==> config.mk <==
export PLATFORM = sky130hd
export DESIGN_NAME = nsf_framer
export DESIGN_NICKNAME = d
export VERILOG_FILES = /design/src/common/nsf_pkg.sv /design/src/nsf_framer.sv /design/src/nsf_fifo.sv
export SDC_FILE = /design/constraint.sdc
export NUM_CORES = 1
export LEC_CHECK = 0
export BUFFER_PORTS_ARGS = -buffer_cell sky130_fd_sc_hd__buf_2
export CAP_MARGIN = 0
export CORE_ASPECT_RATIO = 0.6
export CORE_MARGIN = 5
export CORE_UTILIZATION = 40
export CTS_CLUSTER_SIZE = 12
export DETAILED_ROUTE_END_ITERATION = 10
export GPL_TIMING_DRIVEN = 0
export PLACE_DENSITY = 0.57
export SLEW_MARGIN = 20
export SYNTH_ARGS = -nofsm -noshare
export SYNTH_HDL_FRONTEND = slang
export SYNTH_SLANG_ARGS = --single-unit
==> constraint.sdc <==
create_clock -name mclk -period 8 [get_ports mclk]
set_input_delay 1.2 -clock mclk [delete_from_list [all_inputs] [get_ports mclk]]
set_output_delay 1.2 -clock mclk [all_outputs]
set_load 0.01 [all_outputs]
==> src/common/nsf_pkg.sv <==
// nsf_pkg: constants, character codes and enumerations of the sentence framer.
// assumes one 200 MHz clock; all users refer to names as nsf_pkg::name.
package nsf_pkg;
	localparam int CLK_HZ       = 200_000_000;
	localparam int BAUD_RATE    = 4800;
	localparam int REPORT_SEC   = 1;
	localparam int BIT_CYC      = CLK_HZ / BAUD_RATE;
	localparam int SEC_CYC      = CLK_HZ * REPORT_SEC;
	localparam int DATA_BITS    = 8;
	localparam int FRAME_BITS   = DATA_BITS + 2;
	localparam int MAX_BODY     = 79;
	localparam int MAX_DATA     = 74;
	localparam int CS_LEN       = 3;
	localparam int MODE_LEN     = 2;
	localparam int FIFO_DEPTH   = 4;
	localparam logic [2:0] HDR_LAST   = 3'h5;
	localparam logic [3:0] DIGIT_MAX  = 4'h9;
	localparam logic [3:0] HEX_TEN    = 4'hA;
	localparam logic [7:0] ASC_DOLLAR = 8'h24;
	localparam logic [7:0] ASC_COMMA  = 8'h2C;
	localparam logic [7:0] ASC_STAR   = 8'h2A;
	localparam logic [7:0] ASC_DOT    = 8'h2E;
	localparam logic [7:0] ASC_CR     = 8'h0D;
	localparam logic [7:0] ASC_LF     = 8'h0A;
	localparam logic [7:0] ASC_G      = 8'h47;
	localparam logic [7:0] ASC_P      = 8'h50;
	localparam logic [7:0] ASC_A      = 8'h41;
	localparam logic [7:0] ASC_V      = 8'h56;
	localparam logic [7:0] ASC_ZERO   = 8'h30;
	localparam logic [7:0] ASC_SPACE  = 8'h20;
	localparam logic [7:0] ASC_HEXOFS = 8'h37;
	localparam logic [23:0] ID_GGA = 24'h47_4741;
	localparam logic [23:0] ID_GLL = 24'h47_4C4C;
	localparam logic [23:0] ID_GSA = 24'h47_5341;
	localparam logic [23:0] ID_GSV = 24'h47_5356;
	localparam logic [23:0] ID_RMC = 24'h52_4D43;
	localparam logic [23:0] ID_VTG = 24'h56_5447;
	localparam logic [23:0] ID_ZDA = 24'h5A_4441;
	typedef enum logic [2:0] {MSG_GGA, MSG_GLL, MSG_GSA, MSG_GSV, MSG_RMC, MSG_VTG, MSG_ZDA} nsf_msg_t;
	typedef enum logic [2:0] {KND_TEXT, KND_DIGIT, KND_STATUS, KND_POINT, KND_SEP, KND_END} nsf_kind_t;
	localparam int WORD_W = 11;
endpackage

==> src/nsf_framer.sv <==
// nsf_framer: builds navigation sentences and sends them on a 4800 8N1 serial line.
// assumes the user feeds field characters through the fifo before or after a start pulse,
// one word per character, a separator word per comma and an end word per sentence.
`timescale 1ns/10ps
module nsf_framer #(
	parameter int BIT_CYC = nsf_pkg::BIT_CYC,
	parameter int SEC_CYC = nsf_pkg::SEC_CYC
) (
	input  wire logic       mclk,
	input  wire logic       sys_rst,
	input  wire logic       start,
	input  wire logic [2:0] msg_sel,
	input  wire logic [7:0] mode_ind,
	input  wire logic       in_valid,
	input  wire logic [2:0] in_kind,
	input  wire logic [7:0] in_char,
	output logic            in_ready,
	output logic            txd,
	output logic            busy,
	output logic            err_len,
	output logic            err_msg,
	output logic            sec_tick
);
	localparam int DW = $clog2(BIT_CYC + 1);
	localparam int SW = $clog2(SEC_CYC + 1);
	localparam logic [DW-1:0] DIV_LAST = DW'(BIT_CYC - 1);
	localparam logic [SW-1:0] SEC_LAST = SW'(SEC_CYC - 1);
	localparam logic [3:0]    BIT_LAST = 4'(nsf_pkg::FRAME_BITS - 1);
	localparam logic [6:0]    BODY_LIM = 7'(nsf_pkg::MAX_BODY - nsf_pkg::CS_LEN);
	localparam logic [6:0]    DATA_LIM = 7'(nsf_pkg::MAX_DATA);
	localparam logic [6:0]    MODE_RES = 7'(nsf_pkg::MODE_LEN);

	typedef enum logic [3:0] {ST_IDLE, ST_HDR, ST_BODY, ST_MODE, ST_STAR, ST_CSH, ST_CSL, ST_CR, ST_LF} nsf_state_t;
	typedef struct packed {
		nsf_state_t        st;
		logic [2:0]        idx;
		nsf_pkg::nsf_msg_t msg;
		logic [7:0]        mode;
		logic [7:0]        csum;
		logic [6:0]        bcnt;
		logic [6:0]        dcnt;
		logic [8:0]        sh;
		logic [3:0]        bitn;
		logic [DW-1:0]     div;
		logic              txbusy;
		logic              txd;
		logic [SW-1:0]     scnt;
		logic              tick;
		logic              busy;
		logic              err_len;
		logic              err_msg;
	} nsf_framer_st_t;

	nsf_framer_st_t s_ff, nxt_s;
	logic           f_valid;
	logic [10:0]    f_data;
	logic           pop;
	logic           load;
	logic [7:0]     ch;
	logic [6:0]     res;
	logic [23:0]    mid;

	nsf_fifo #(
		.WIDTH (nsf_pkg::WORD_W),
		.DEPTH (nsf_pkg::FIFO_DEPTH)
	) u_fifo (
		.mclk      (mclk),
		.sys_rst   (sys_rst),
		.in_valid  (in_valid),
		.in_data   ({in_kind, in_char}),
		.in_ready  (in_ready),
		.out_valid (f_valid),
		.out_data  (f_data),
		.out_ready (pop)
	);

	function automatic logic [23:0] msg_id(input nsf_pkg::nsf_msg_t m);
		case (m)
			nsf_pkg::MSG_GGA: msg_id = nsf_pkg::ID_GGA;
			nsf_pkg::MSG_GLL: msg_id = nsf_pkg::ID_GLL;
			nsf_pkg::MSG_GSA: msg_id = nsf_pkg::ID_GSA;
			nsf_pkg::MSG_GSV: msg_id = nsf_pkg::ID_GSV;
			nsf_pkg::MSG_RMC: msg_id = nsf_pkg::ID_RMC;
			nsf_pkg::MSG_VTG: msg_id = nsf_pkg::ID_VTG;
			default:          msg_id = nsf_pkg::ID_ZDA;
		endcase
	endfunction

	function automatic logic has_mode(input nsf_pkg::nsf_msg_t m);
		has_mode = (m == nsf_pkg::MSG_GLL) || (m == nsf_pkg::MSG_RMC) || (m == nsf_pkg::MSG_VTG);
	endfunction

	function automatic logic [7:0] hex_char(input logic [3:0] n);
		hex_char = (n < nsf_pkg::HEX_TEN) ? nsf_pkg::ASC_ZERO + {4'h0, n} : nsf_pkg::ASC_HEXOFS + {4'h0, n};
	endfunction

	// non-digits in a fixed numeric field become zero so the field width is kept
	function automatic logic [7:0] fmt_char(input logic [2:0] k, input logic [7:0] c);
		case (k)
			nsf_pkg::KND_DIGIT:  fmt_char = (c[3:0] > nsf_pkg::DIGIT_MAX) ? nsf_pkg::ASC_ZERO
			                                : nsf_pkg::ASC_ZERO + {4'h0, c[3:0]};
			nsf_pkg::KND_STATUS: fmt_char = c[0] ? nsf_pkg::ASC_A : nsf_pkg::ASC_V;
			nsf_pkg::KND_POINT:  fmt_char = nsf_pkg::ASC_DOT;
			nsf_pkg::KND_SEP:    fmt_char = nsf_pkg::ASC_COMMA;
			default:             fmt_char = c;
		endcase
	endfunction

	always_comb begin
		nxt_s = s_ff;
		pop = 1'b0;
		load = 1'b0;
		ch = '0;
		res = has_mode(s_ff.msg) ? MODE_RES : '0;
		// the identifier is held in a variable so that its bytes can be selected
		mid = msg_id(s_ff.msg);
		// report pacing
		nxt_s.tick = 1'b0;
		if (s_ff.scnt == SEC_LAST) begin
			nxt_s.scnt = '0;
			nxt_s.tick = 1'b1;
		end else begin
			nxt_s.scnt = s_ff.scnt + 1'b1;
		end
		// serial shifter, one bit per BIT_CYC cycles
		if (s_ff.txbusy) begin
			if (s_ff.div == DIV_LAST) begin
				nxt_s.div = '0;
				if (s_ff.bitn == BIT_LAST) begin
					nxt_s.txbusy = 1'b0;
				end else begin
					nxt_s.txd = s_ff.sh[0];
					nxt_s.sh = {1'b1, s_ff.sh[8:1]};
					nxt_s.bitn = s_ff.bitn + 1'b1;
				end
			end else begin
				nxt_s.div = s_ff.div + 1'b1;
			end
		end
		case (s_ff.st)
			ST_IDLE: begin
				if (start) begin
					if (msg_sel <= nsf_pkg::MSG_ZDA) begin
						nxt_s.st = ST_HDR;
						nxt_s.idx = '0;
						nxt_s.msg = nsf_pkg::nsf_msg_t'(msg_sel);
						nxt_s.mode = mode_ind;
						nxt_s.csum = '0;
						nxt_s.bcnt = '0;
						nxt_s.dcnt = '0;
						nxt_s.busy = 1'b1;
						nxt_s.err_len = 1'b0;
						nxt_s.err_msg = 1'b0;
					end else begin
						nxt_s.err_msg = 1'b1;
					end
				end
			end
			ST_HDR: begin
				if (!s_ff.txbusy) begin
					load = 1'b1;
					case (s_ff.idx)
						3'h0:    ch = nsf_pkg::ASC_DOLLAR;
						3'h1:    ch = nsf_pkg::ASC_G;
						3'h2:    ch = nsf_pkg::ASC_P;
						3'h3:    ch = mid[23:16];
						3'h4:    ch = mid[15:8];
						default: ch = mid[7:0];
					endcase
					if (s_ff.idx != '0) begin
						nxt_s.csum = s_ff.csum ^ ch;
						nxt_s.bcnt = s_ff.bcnt + 1'b1;
					end
					if (s_ff.idx == nsf_pkg::HDR_LAST)
						nxt_s.st = ST_BODY;
					else
						nxt_s.idx = s_ff.idx + 1'b1;
				end
			end
			ST_BODY: begin
				// a word is popped only when the shifter is free, so the fifo backs up
				if (!s_ff.txbusy && f_valid) begin
					pop = 1'b1;
					if (f_data[10:8] == nsf_pkg::KND_END) begin
						nxt_s.idx = '0;
						nxt_s.st = has_mode(s_ff.msg) ? ST_MODE : ST_STAR;
					end else if ((s_ff.dcnt + res < DATA_LIM) && (s_ff.bcnt + res < BODY_LIM)) begin
						load = 1'b1;
						ch = fmt_char(f_data[10:8], f_data[7:0]);
						nxt_s.csum = s_ff.csum ^ ch;
						nxt_s.bcnt = s_ff.bcnt + 1'b1;
						nxt_s.dcnt = s_ff.dcnt + 1'b1;
					end else begin
						// overlong content is dropped rather than breaking the frame
						nxt_s.err_len = 1'b1;
					end
				end
			end
			ST_MODE: begin
				if (!s_ff.txbusy) begin
					load = 1'b1;
					ch = (s_ff.idx == '0) ? nsf_pkg::ASC_COMMA : s_ff.mode;
					nxt_s.csum = s_ff.csum ^ ch;
					nxt_s.bcnt = s_ff.bcnt + 1'b1;
					nxt_s.dcnt = s_ff.dcnt + 1'b1;
					if (s_ff.idx != '0)
						nxt_s.st = ST_STAR;
					else
						nxt_s.idx = s_ff.idx + 1'b1;
				end
			end
			ST_STAR: begin
				if (!s_ff.txbusy) begin
					load = 1'b1;
					ch = nsf_pkg::ASC_STAR;
					nxt_s.st = ST_CSH;
				end
			end
			ST_CSH: begin
				if (!s_ff.txbusy) begin
					load = 1'b1;
					ch = hex_char(s_ff.csum[7:4]);
					nxt_s.st = ST_CSL;
				end
			end
			ST_CSL: begin
				if (!s_ff.txbusy) begin
					load = 1'b1;
					ch = hex_char(s_ff.csum[3:0]);
					nxt_s.st = ST_CR;
				end
			end
			ST_CR: begin
				if (!s_ff.txbusy) begin
					load = 1'b1;
					ch = nsf_pkg::ASC_CR;
					nxt_s.st = ST_LF;
				end
			end
			ST_LF: begin
				if (!s_ff.txbusy) begin
					load = 1'b1;
					ch = nsf_pkg::ASC_LF;
					nxt_s.st = ST_IDLE;
					nxt_s.busy = 1'b0;
				end
			end
			default: nxt_s.st = ST_IDLE;
		endcase
		if (load) begin
			nxt_s.txd = 1'b0;
			nxt_s.sh = {1'b1, ch};
			nxt_s.bitn = '0;
			nxt_s.div = '0;
			nxt_s.txbusy = 1'b1;
		end
	end

	always_ff @(posedge mclk) begin
		if (sys_rst) begin
			s_ff <= '0;
			s_ff.st <= ST_IDLE;
			s_ff.txd <= 1'b1;
		end else begin
			s_ff <= nxt_s;
		end
	end

	assign txd = s_ff.txd;
	assign busy = s_ff.busy;
	assign err_len = s_ff.err_len;
	assign err_msg = s_ff.err_msg;
	assign sec_tick = s_ff.tick;
endmodule // nsf_framer

==> src/nsf_fifo.sv <==
// nsf_fifo: small synchronous fifo with valid/ready on both sides.
// assumes DEPTH is a power of two; in_ready is registered.
`timescale 1ns/10ps
module nsf_fifo #(
	parameter int WIDTH = 11,
	parameter int DEPTH = 4
) (
	input  wire logic             mclk,
	input  wire logic             sys_rst,
	input  wire logic             in_valid,
	input  wire logic [WIDTH-1:0] in_data,
	output logic                  in_ready,
	output logic                  out_valid,
	output logic      [WIDTH-1:0] out_data,
	input  wire logic             out_ready
);
	localparam int AW = $clog2(DEPTH);
	localparam logic [AW:0] FULL_CNT = (AW+1)'(DEPTH);
	typedef struct packed {
		logic [DEPTH-1:0][WIDTH-1:0] mem;
		logic [AW-1:0]               wp;
		logic [AW-1:0]               rp;
		logic [AW:0]                 cnt;
		logic                        rdy;
	} nsf_fifo_st_t;
	nsf_fifo_st_t s_ff, nxt_s;
	logic push, pop;

	always_comb begin
		nxt_s = s_ff;
		push = in_valid && s_ff.rdy;
		pop = out_ready && (s_ff.cnt != '0);
		if (push) begin
			nxt_s.mem[s_ff.wp] = in_data;
			nxt_s.wp = s_ff.wp + 1'b1;
		end
		if (pop)
			nxt_s.rp = s_ff.rp + 1'b1;
		nxt_s.cnt = s_ff.cnt + (AW+1)'(push) - (AW+1)'(pop);
		nxt_s.rdy = (nxt_s.cnt != FULL_CNT);
	end

	always_ff @(posedge mclk) begin
		if (sys_rst) begin
			s_ff <= '0;
			s_ff.rdy <= 1'b1;
		end else begin
			s_ff <= nxt_s;
		end
	end

	assign in_ready = s_ff.rdy;
	assign out_valid = (s_ff.cnt != '0);
	assign out_data = s_ff.mem[s_ff.rp];
endmodule // nsf_fifo

==> results of run 1 <==
## metrics by stage
step / power (W) / setup slack, ns
floorplan: 0.00127 / 4.86
global placement: 0.00145 / 3.93
detailed placement: 0.00145 / 3.94
CTS: 0.00229 / 3.91
global route: 0.00240 / 3.57
finish: 0.00228 / 3.86
## worst max path at each step
stage / startpoint / endpoint / slack (ns)
CTS: s_ff[93] / s_ff[41] / 3.91
finish: s_ff[93] / s_ff[41] / 3.86
global route: s_ff[93] / s_ff[45] / 3.57
floorplan: s_ff[95] / s_ff[69] / 4.86
detailed placement: s_ff[93] / s_ff[41] / 3.94
global placement: s_ff[93] / s_ff[40] / 3.93
## placed cells by master (no fill, tap or decap), types with 31 or more instances in the layout
cell type  Yosys  routed
nand2_1      179     179
dfxtp_1      155     155
nor2_1       104     104
nand3_1       32      32
inv_1         31      31
xor2_1        31      31
o21ai_0       32      32
buf_2          7      38
clkbuf_1      47      49
a21oi_1      105     105
## routing by layer
layer  up-vias  track usage, %  share of wire [%]
met5         -               0                  0
li1       3660               -                  -
met4         0            6.45                1.9
met1      3422            31.7                 52
met3        31            6.18                9.3
met2       257            25.5                 37
## power by group through the flow
stage                     clock network [W]  logic, W  registers [W]
after floorplan                           0  0.000380       0.000887
after global placement                    0  0.000550       0.000900
after detailed placement                  0  0.000551       0.000900
after CTS                          0.000849  0.000555       0.000884
after global routing               0.000881  0.000624       0.000893
final                              0.000831  0.000569       0.000885
## flip-flops by register name (all words and copies together), names as in the netlist
name	cells
u_fifo.s_ff	51
busy	1
u_fifo.in_ready	1
txd	1
sec_tick	1
err_len	1
s_ff	98
err_msg	1
## kinds of logic (layout without fill, tap and decap cells)
family                   after synthesis  count (layout)
AND/OR/NAND/NOR                      449             449
flip-flops                           155             155
adder cells (fa/ha/maj)               25              25
buffers and inverters                 89             151
XOR/XNOR                              50              50
multiplexers                          20              20
AO/OA/AOI/OAI                        226             226
## critical path, stage by stage (launching register included)
cell,delay (ns)
dfxtp_1,0.30
clkbuf_1,0.21
o21bai_1,0.44
inv_1,0.25
nand2_1,0.11
inv_1,0.04
ha_1,0.28
maj3_2,0.29
o22a_1,0.22
o311a_4,0.40
nor4_2,0.77
nor2_1,0.19
nand3_1,0.20
buf_2,0.25
nor2_1,0.07
## area by class of cell
| class | count | area (sq um) | share of cell area (%) |
|---|---|---|---|
| clock inverters | 11 | 145 | 1.57 |
| plain buffers | 57 | 234 | 2.54 |
| inverters | 32 | 120 | 1.30 |
| multi-input cells | 770 | 4680 | 50.7 |
| clock buffers | 20 | 447 | 4.84 |
| well taps | 273 | 342 | 3.70 |
| repair buffers | 31 | 155 | 1.68 |
| flip-flops and latches | 155 | 3100 | 33.6 |
==> flow_summary.ini, run 1 <==
[clock_tree]
root_buffer = clkbuf_16
cts_sinks = 155
numCtsBuffers = 17
worstSkewPairLatency_ns = 0.43
cts_buffer_depth = 2
clkTransAtPathRegs_ns = 0.06
htree_levels = 4
ctsHoldBuffers = 0
cts_setup_buffers = 0
tritoncts = yes
cts_resized = 0

[final_layout]
final_nets = 1114
drive_gt1_share_pct = 9.67
num_antenna_cells = 0
area_growth_pct = 13.4
fillers = 1976
final_cells = 1349
final_area_sq_mm = 0.00923
final_util_pct = 46.1

[hold_path]
min_to = s_ff[62]
hp-class = register to register
whs_path_depth = 2
holdCritStartpoint = s_ff[62]

[grt]
grt_pass1_wl_mm = 37.3
track_usage_pct = 20.2
grt_overflow_total = 0
antenna_found_initial = 0
grt_max_degree = 17
grt_pass1_vias = 6744

[yosys]
synthAdderAreaFrac_pct = 3.92
syn_area_sq_mm = 0.00814
ys_top_cells_by_count = 179 x nand2_1, 155 x dfxtp_1, 105 x a21oi_1
yosysWarnings = 0
avgSynthCellArea_sq_um = 8.02
synth_ff_type = dfxtp_1
yosys_register_bits = 155
ys_types = 79
synthTopCellsByArea = dfxtp_1 38%, nand2_1 8.3%, a21oi_1 6.5%
synthMuxAreaShare_pct = 4.17
ys_seq_area_share_pct = 38.1
syn_inst = 1014
synth_nets = 1064
yosys.area_share.simple_pct = 26.7
post-synth-top-count-cell = nand2_1
synthArstFlopShare_pct = 0
synth_top_area_share_pct = 38.1
synth_xor_area_share_pct = 5.38
synth_compound_area_share_pct = 17.3
synth_top_family_by_area = simple AND/OR/NAND/NOR gates
yosysTopAreaCell = dfxtp_1
synth-edff-count = 0

[pwr]
seq_power_share_pct = 38.7
powerDensity_mw_per_mm2 = 248
cellLeakagePower_nw = 3.24
combPwrFrac_pct = 24.9
switching_power_w = 0.000767
irDropWorstVdd_mv = 0.166
intPower_w = 0.00152
clockPowerShare_pct = 36.4
switching_share_pct = 33.6

[timing]
finalMaxSlewViolations = 0
fin_crit_sh_pct = 51.8
min_period_ns = 4.14
fin_tns_setup_ns = 0
final-hold-violation-count = 0
max_freq_ghz = 0.241
grt_setup_unrepaired = false
worst_slew_pin_slew_ns = 1.06
fin_hold_ws_ns = 0.447
finClkSkew_ns = 0.00670
setup_viol = 0
maxSlewHeadroom_pct = 28.5

[route]
firstDrtPassIters = 6
antenna_left = 0
drc = 0
vias = 7370
drt-initial-drc-count = 715
post_drt_wl_per_cell_um = 17.2
viasPerCell = 5.46
wl_mm = 23.3

[worst_setup_path]
ff2ff_path_depth = 14
critical_path.max_fanout = 10
cp-end-kind = register
critPathKind = register to register
timing.rr.end = s_ff[41]
cp-start-kind = register
arrival_ns = 4.46
rrSetupSlack_ns = 3.86
worstPathRequired_ns = 8.32
timing.rr.start = s_ff[93]

[floorplanning]
design.die.area_sq_mm = 0.0234
ioPinCount = 32
fp.dieH_um = 120
start_util_pct = 40.6
rows = 40
die_width_um = 194
core_area_sq_mm = 0.0200

[status]
outcome = finished clean

[placement]
gp_congestion = 0.981
io_buffers = 31
post-dp-hpwl_mm = 17.0
place_inst = 1318
dpl_cell_area_sq_mm = 0.00863

[run]
max-cap-violations = 0
(Power assumes the default switching activity.)
==> run 2, diff against run 1 <==
Clock period 8 ns to 3.88 ns, I/O delays scaled along.
==> flow_summary.ini, run 2 (synthesis gave the netlist of run 1 again) <==
[status]
outcome = finished clean

[worst_setup_path]
timing.rr.start = s_ff[95]
timing.rr.end = s_ff[82]
critPathKind = register to register
cp-start-kind = register
rrSetupSlack_ns = 0.35
worstPathRequired_ns = 4.17
cp-end-kind = register
critical_path.max_fanout = 10
ff2ff_path_depth = 14
arrival_ns = 3.82

[grt]
antenna_found_initial = 0
grt_overflow_total = 0
track_usage_pct = 20.2
grt_pass1_wl_mm = 37.3
grt_max_degree = 17
grt_pass1_vias = 6742

[route]
drt-initial-drc-count = 730
post_drt_wl_per_cell_um = 17.3
wl_mm = 23.3
vias = 7362
viasPerCell = 5.47
drc = 0
firstDrtPassIters = 5
antenna_left = 0

[pwr]
total_power_w = 0.00472
cellLeakagePower_nw = 3.24
irDropWorstVdd_mv = 0.343
powerDensity_mw_per_mm2 = 510

[timing]
finClkSkew_ns = 0.00668
fin_crit_sh_pct = 90.9
max_freq_ghz = 0.284
min_period_ns = 3.53
final-hold-violation-count = 0
maxSlewHeadroom_pct = 30.6
fin_tns_setup_ns = 0
setup_viol = 0
grt_setup_unrepaired = false
finalMaxSlewViolations = 0
worst_slew_pin_slew_ns = 1.03

[final_layout]
final_nets = 1112
largest_reg_flops = 98
fillers = 1973
num_antenna_cells = 0
area_growth_pct = 13.6
largest-register = s_ff
reg_top3 = s_ff: 98 flops, u_fifo.s_ff: 51 flops
final_cell_mix = 179 x nand2_1, 153 x dfxtp_1, 105 x a21oi_1, 104 x nor2_1, 47 x clkbuf_1
drive_gt1_share_pct = 10.1
mostFrequentLayoutCell = nand2_1

[clock_tree]
htree_levels = 4
ctsHoldBuffers = 0
worstSkewPairLatency_ns = 0.44
numCtsBuffers = 17
root_buffer = clkbuf_16
tritoncts = yes
clkTransAtPathRegs_ns = 0.06
cts_buffer_depth = 2
cts_sinks = 155

[hold_path]
whs_path_depth = 3
holdCritStartpoint = mode_ind[2]
hp-class = primary input to register
min_to = s_ff[87]

[floorplanning]
fp.dieH_um = 120
design.die.area_sq_mm = 0.0234
rows = 40
start_util_pct = 40.6
die_width_um = 194
ioPinCount = 32
core_area_sq_mm = 0.0200

[run]
max-cap-violations = 0

[placement]
gp_congestion = 0.981
post-dp-hpwl_mm = 17.0
io_buffers = 31
==> run 2: worst max-delay path by stage <==
stage / from / to / slack (ns) / depth (start not counted)
2_1_floorplan: s_ff[95] / s_ff[69] / 0.74 / 14
3_3_place_gp: s_ff[93] / s_ff[40] / -0.19 / 14
3_5_place_dp: s_ff[93] / s_ff[41] / -0.18 / 14
4_1_cts: s_ff[95] / s_ff[78] / 0.10 / 15
5_1_grt: s_ff[95] / s_ff[82] / 0.08 / 14
6_report: s_ff[95] / s_ff[82] / 0.35 / 14
==> run 2: repair_timing <==
action / 4_1_cts / 5_1_grt
setup buffers: 0 / 0
hold endpoints to repair: 0 / 0
endpoints found under the setup margin: 32 / 24
resized for setup: 2 / 4
==> run 2: layout make-up <==
cell class / count / area, sq um / share of cell area (%)
multi-input cells: 770 / 4710 / 50.9
flip-flops and latches: 155 / 3110 / 33.6
clock buffers: 20 / 447 / 4.83
well taps: 273 / 342 / 3.69
plain buffers: 55 / 226 / 2.45
repair buffers: 31 / 155 / 1.68
clock inverters: 11 / 145 / 1.57
inverters: 32 / 120 / 1.30
==> run 2: per-layer routing <==
layer | part of all wire, % | wire length [um] | up-vias | track usage (%)
li1 | - | - | 3651 | -
met1 | 52 | 12200 | 3428 | 31.7
met2 | 37 | 8720 | 261 | 25.7
met3 | 9.1 | 2110 | 22 | 6.24
met4 | 1.3 | 305 | 0 | 6.23
met5 | 0 | 0 | - | 0
==> run 2: critical path, cell delays in order, from the launching register on <==
cell,delay [ns]
dfxtp_2,0.38
o21bai_4,0.23
inv_1,0.17
nand2_1,0.10
inv_1,0.04
ha_1,0.28
maj3_2,0.29
o22a_1,0.22
o311a_4,0.40
nor4b_4,0.40
o21ai_2,0.11
buf_2,0.22
clkbuf_1,0.24
o21ai_0,0.22
a21oi_1,0.08
==> run 2: through the flow <==
step	std cells	instance area, sq um	setup WS [ns]	utilization [%]	hold WS, ns
global route	1347	9250	0.0781	46.2	0.387
finish	1347	9250	0.354	46.2	0.389
CTS	1349	9240	0.102	46.1	0.372
floorplan	1014	8140	0.742	-	0.422
global placement	1318	8630	-0.189	43.1	0.437
detailed placement	1318	8630	-0.181	43.1	0.437
==> run 2: power breakdown <==
group	switching (W)	internal [W]
combinational	0.000778	0.000387
sequential	0.000115	0.00172
clock	0.000692	0.00102
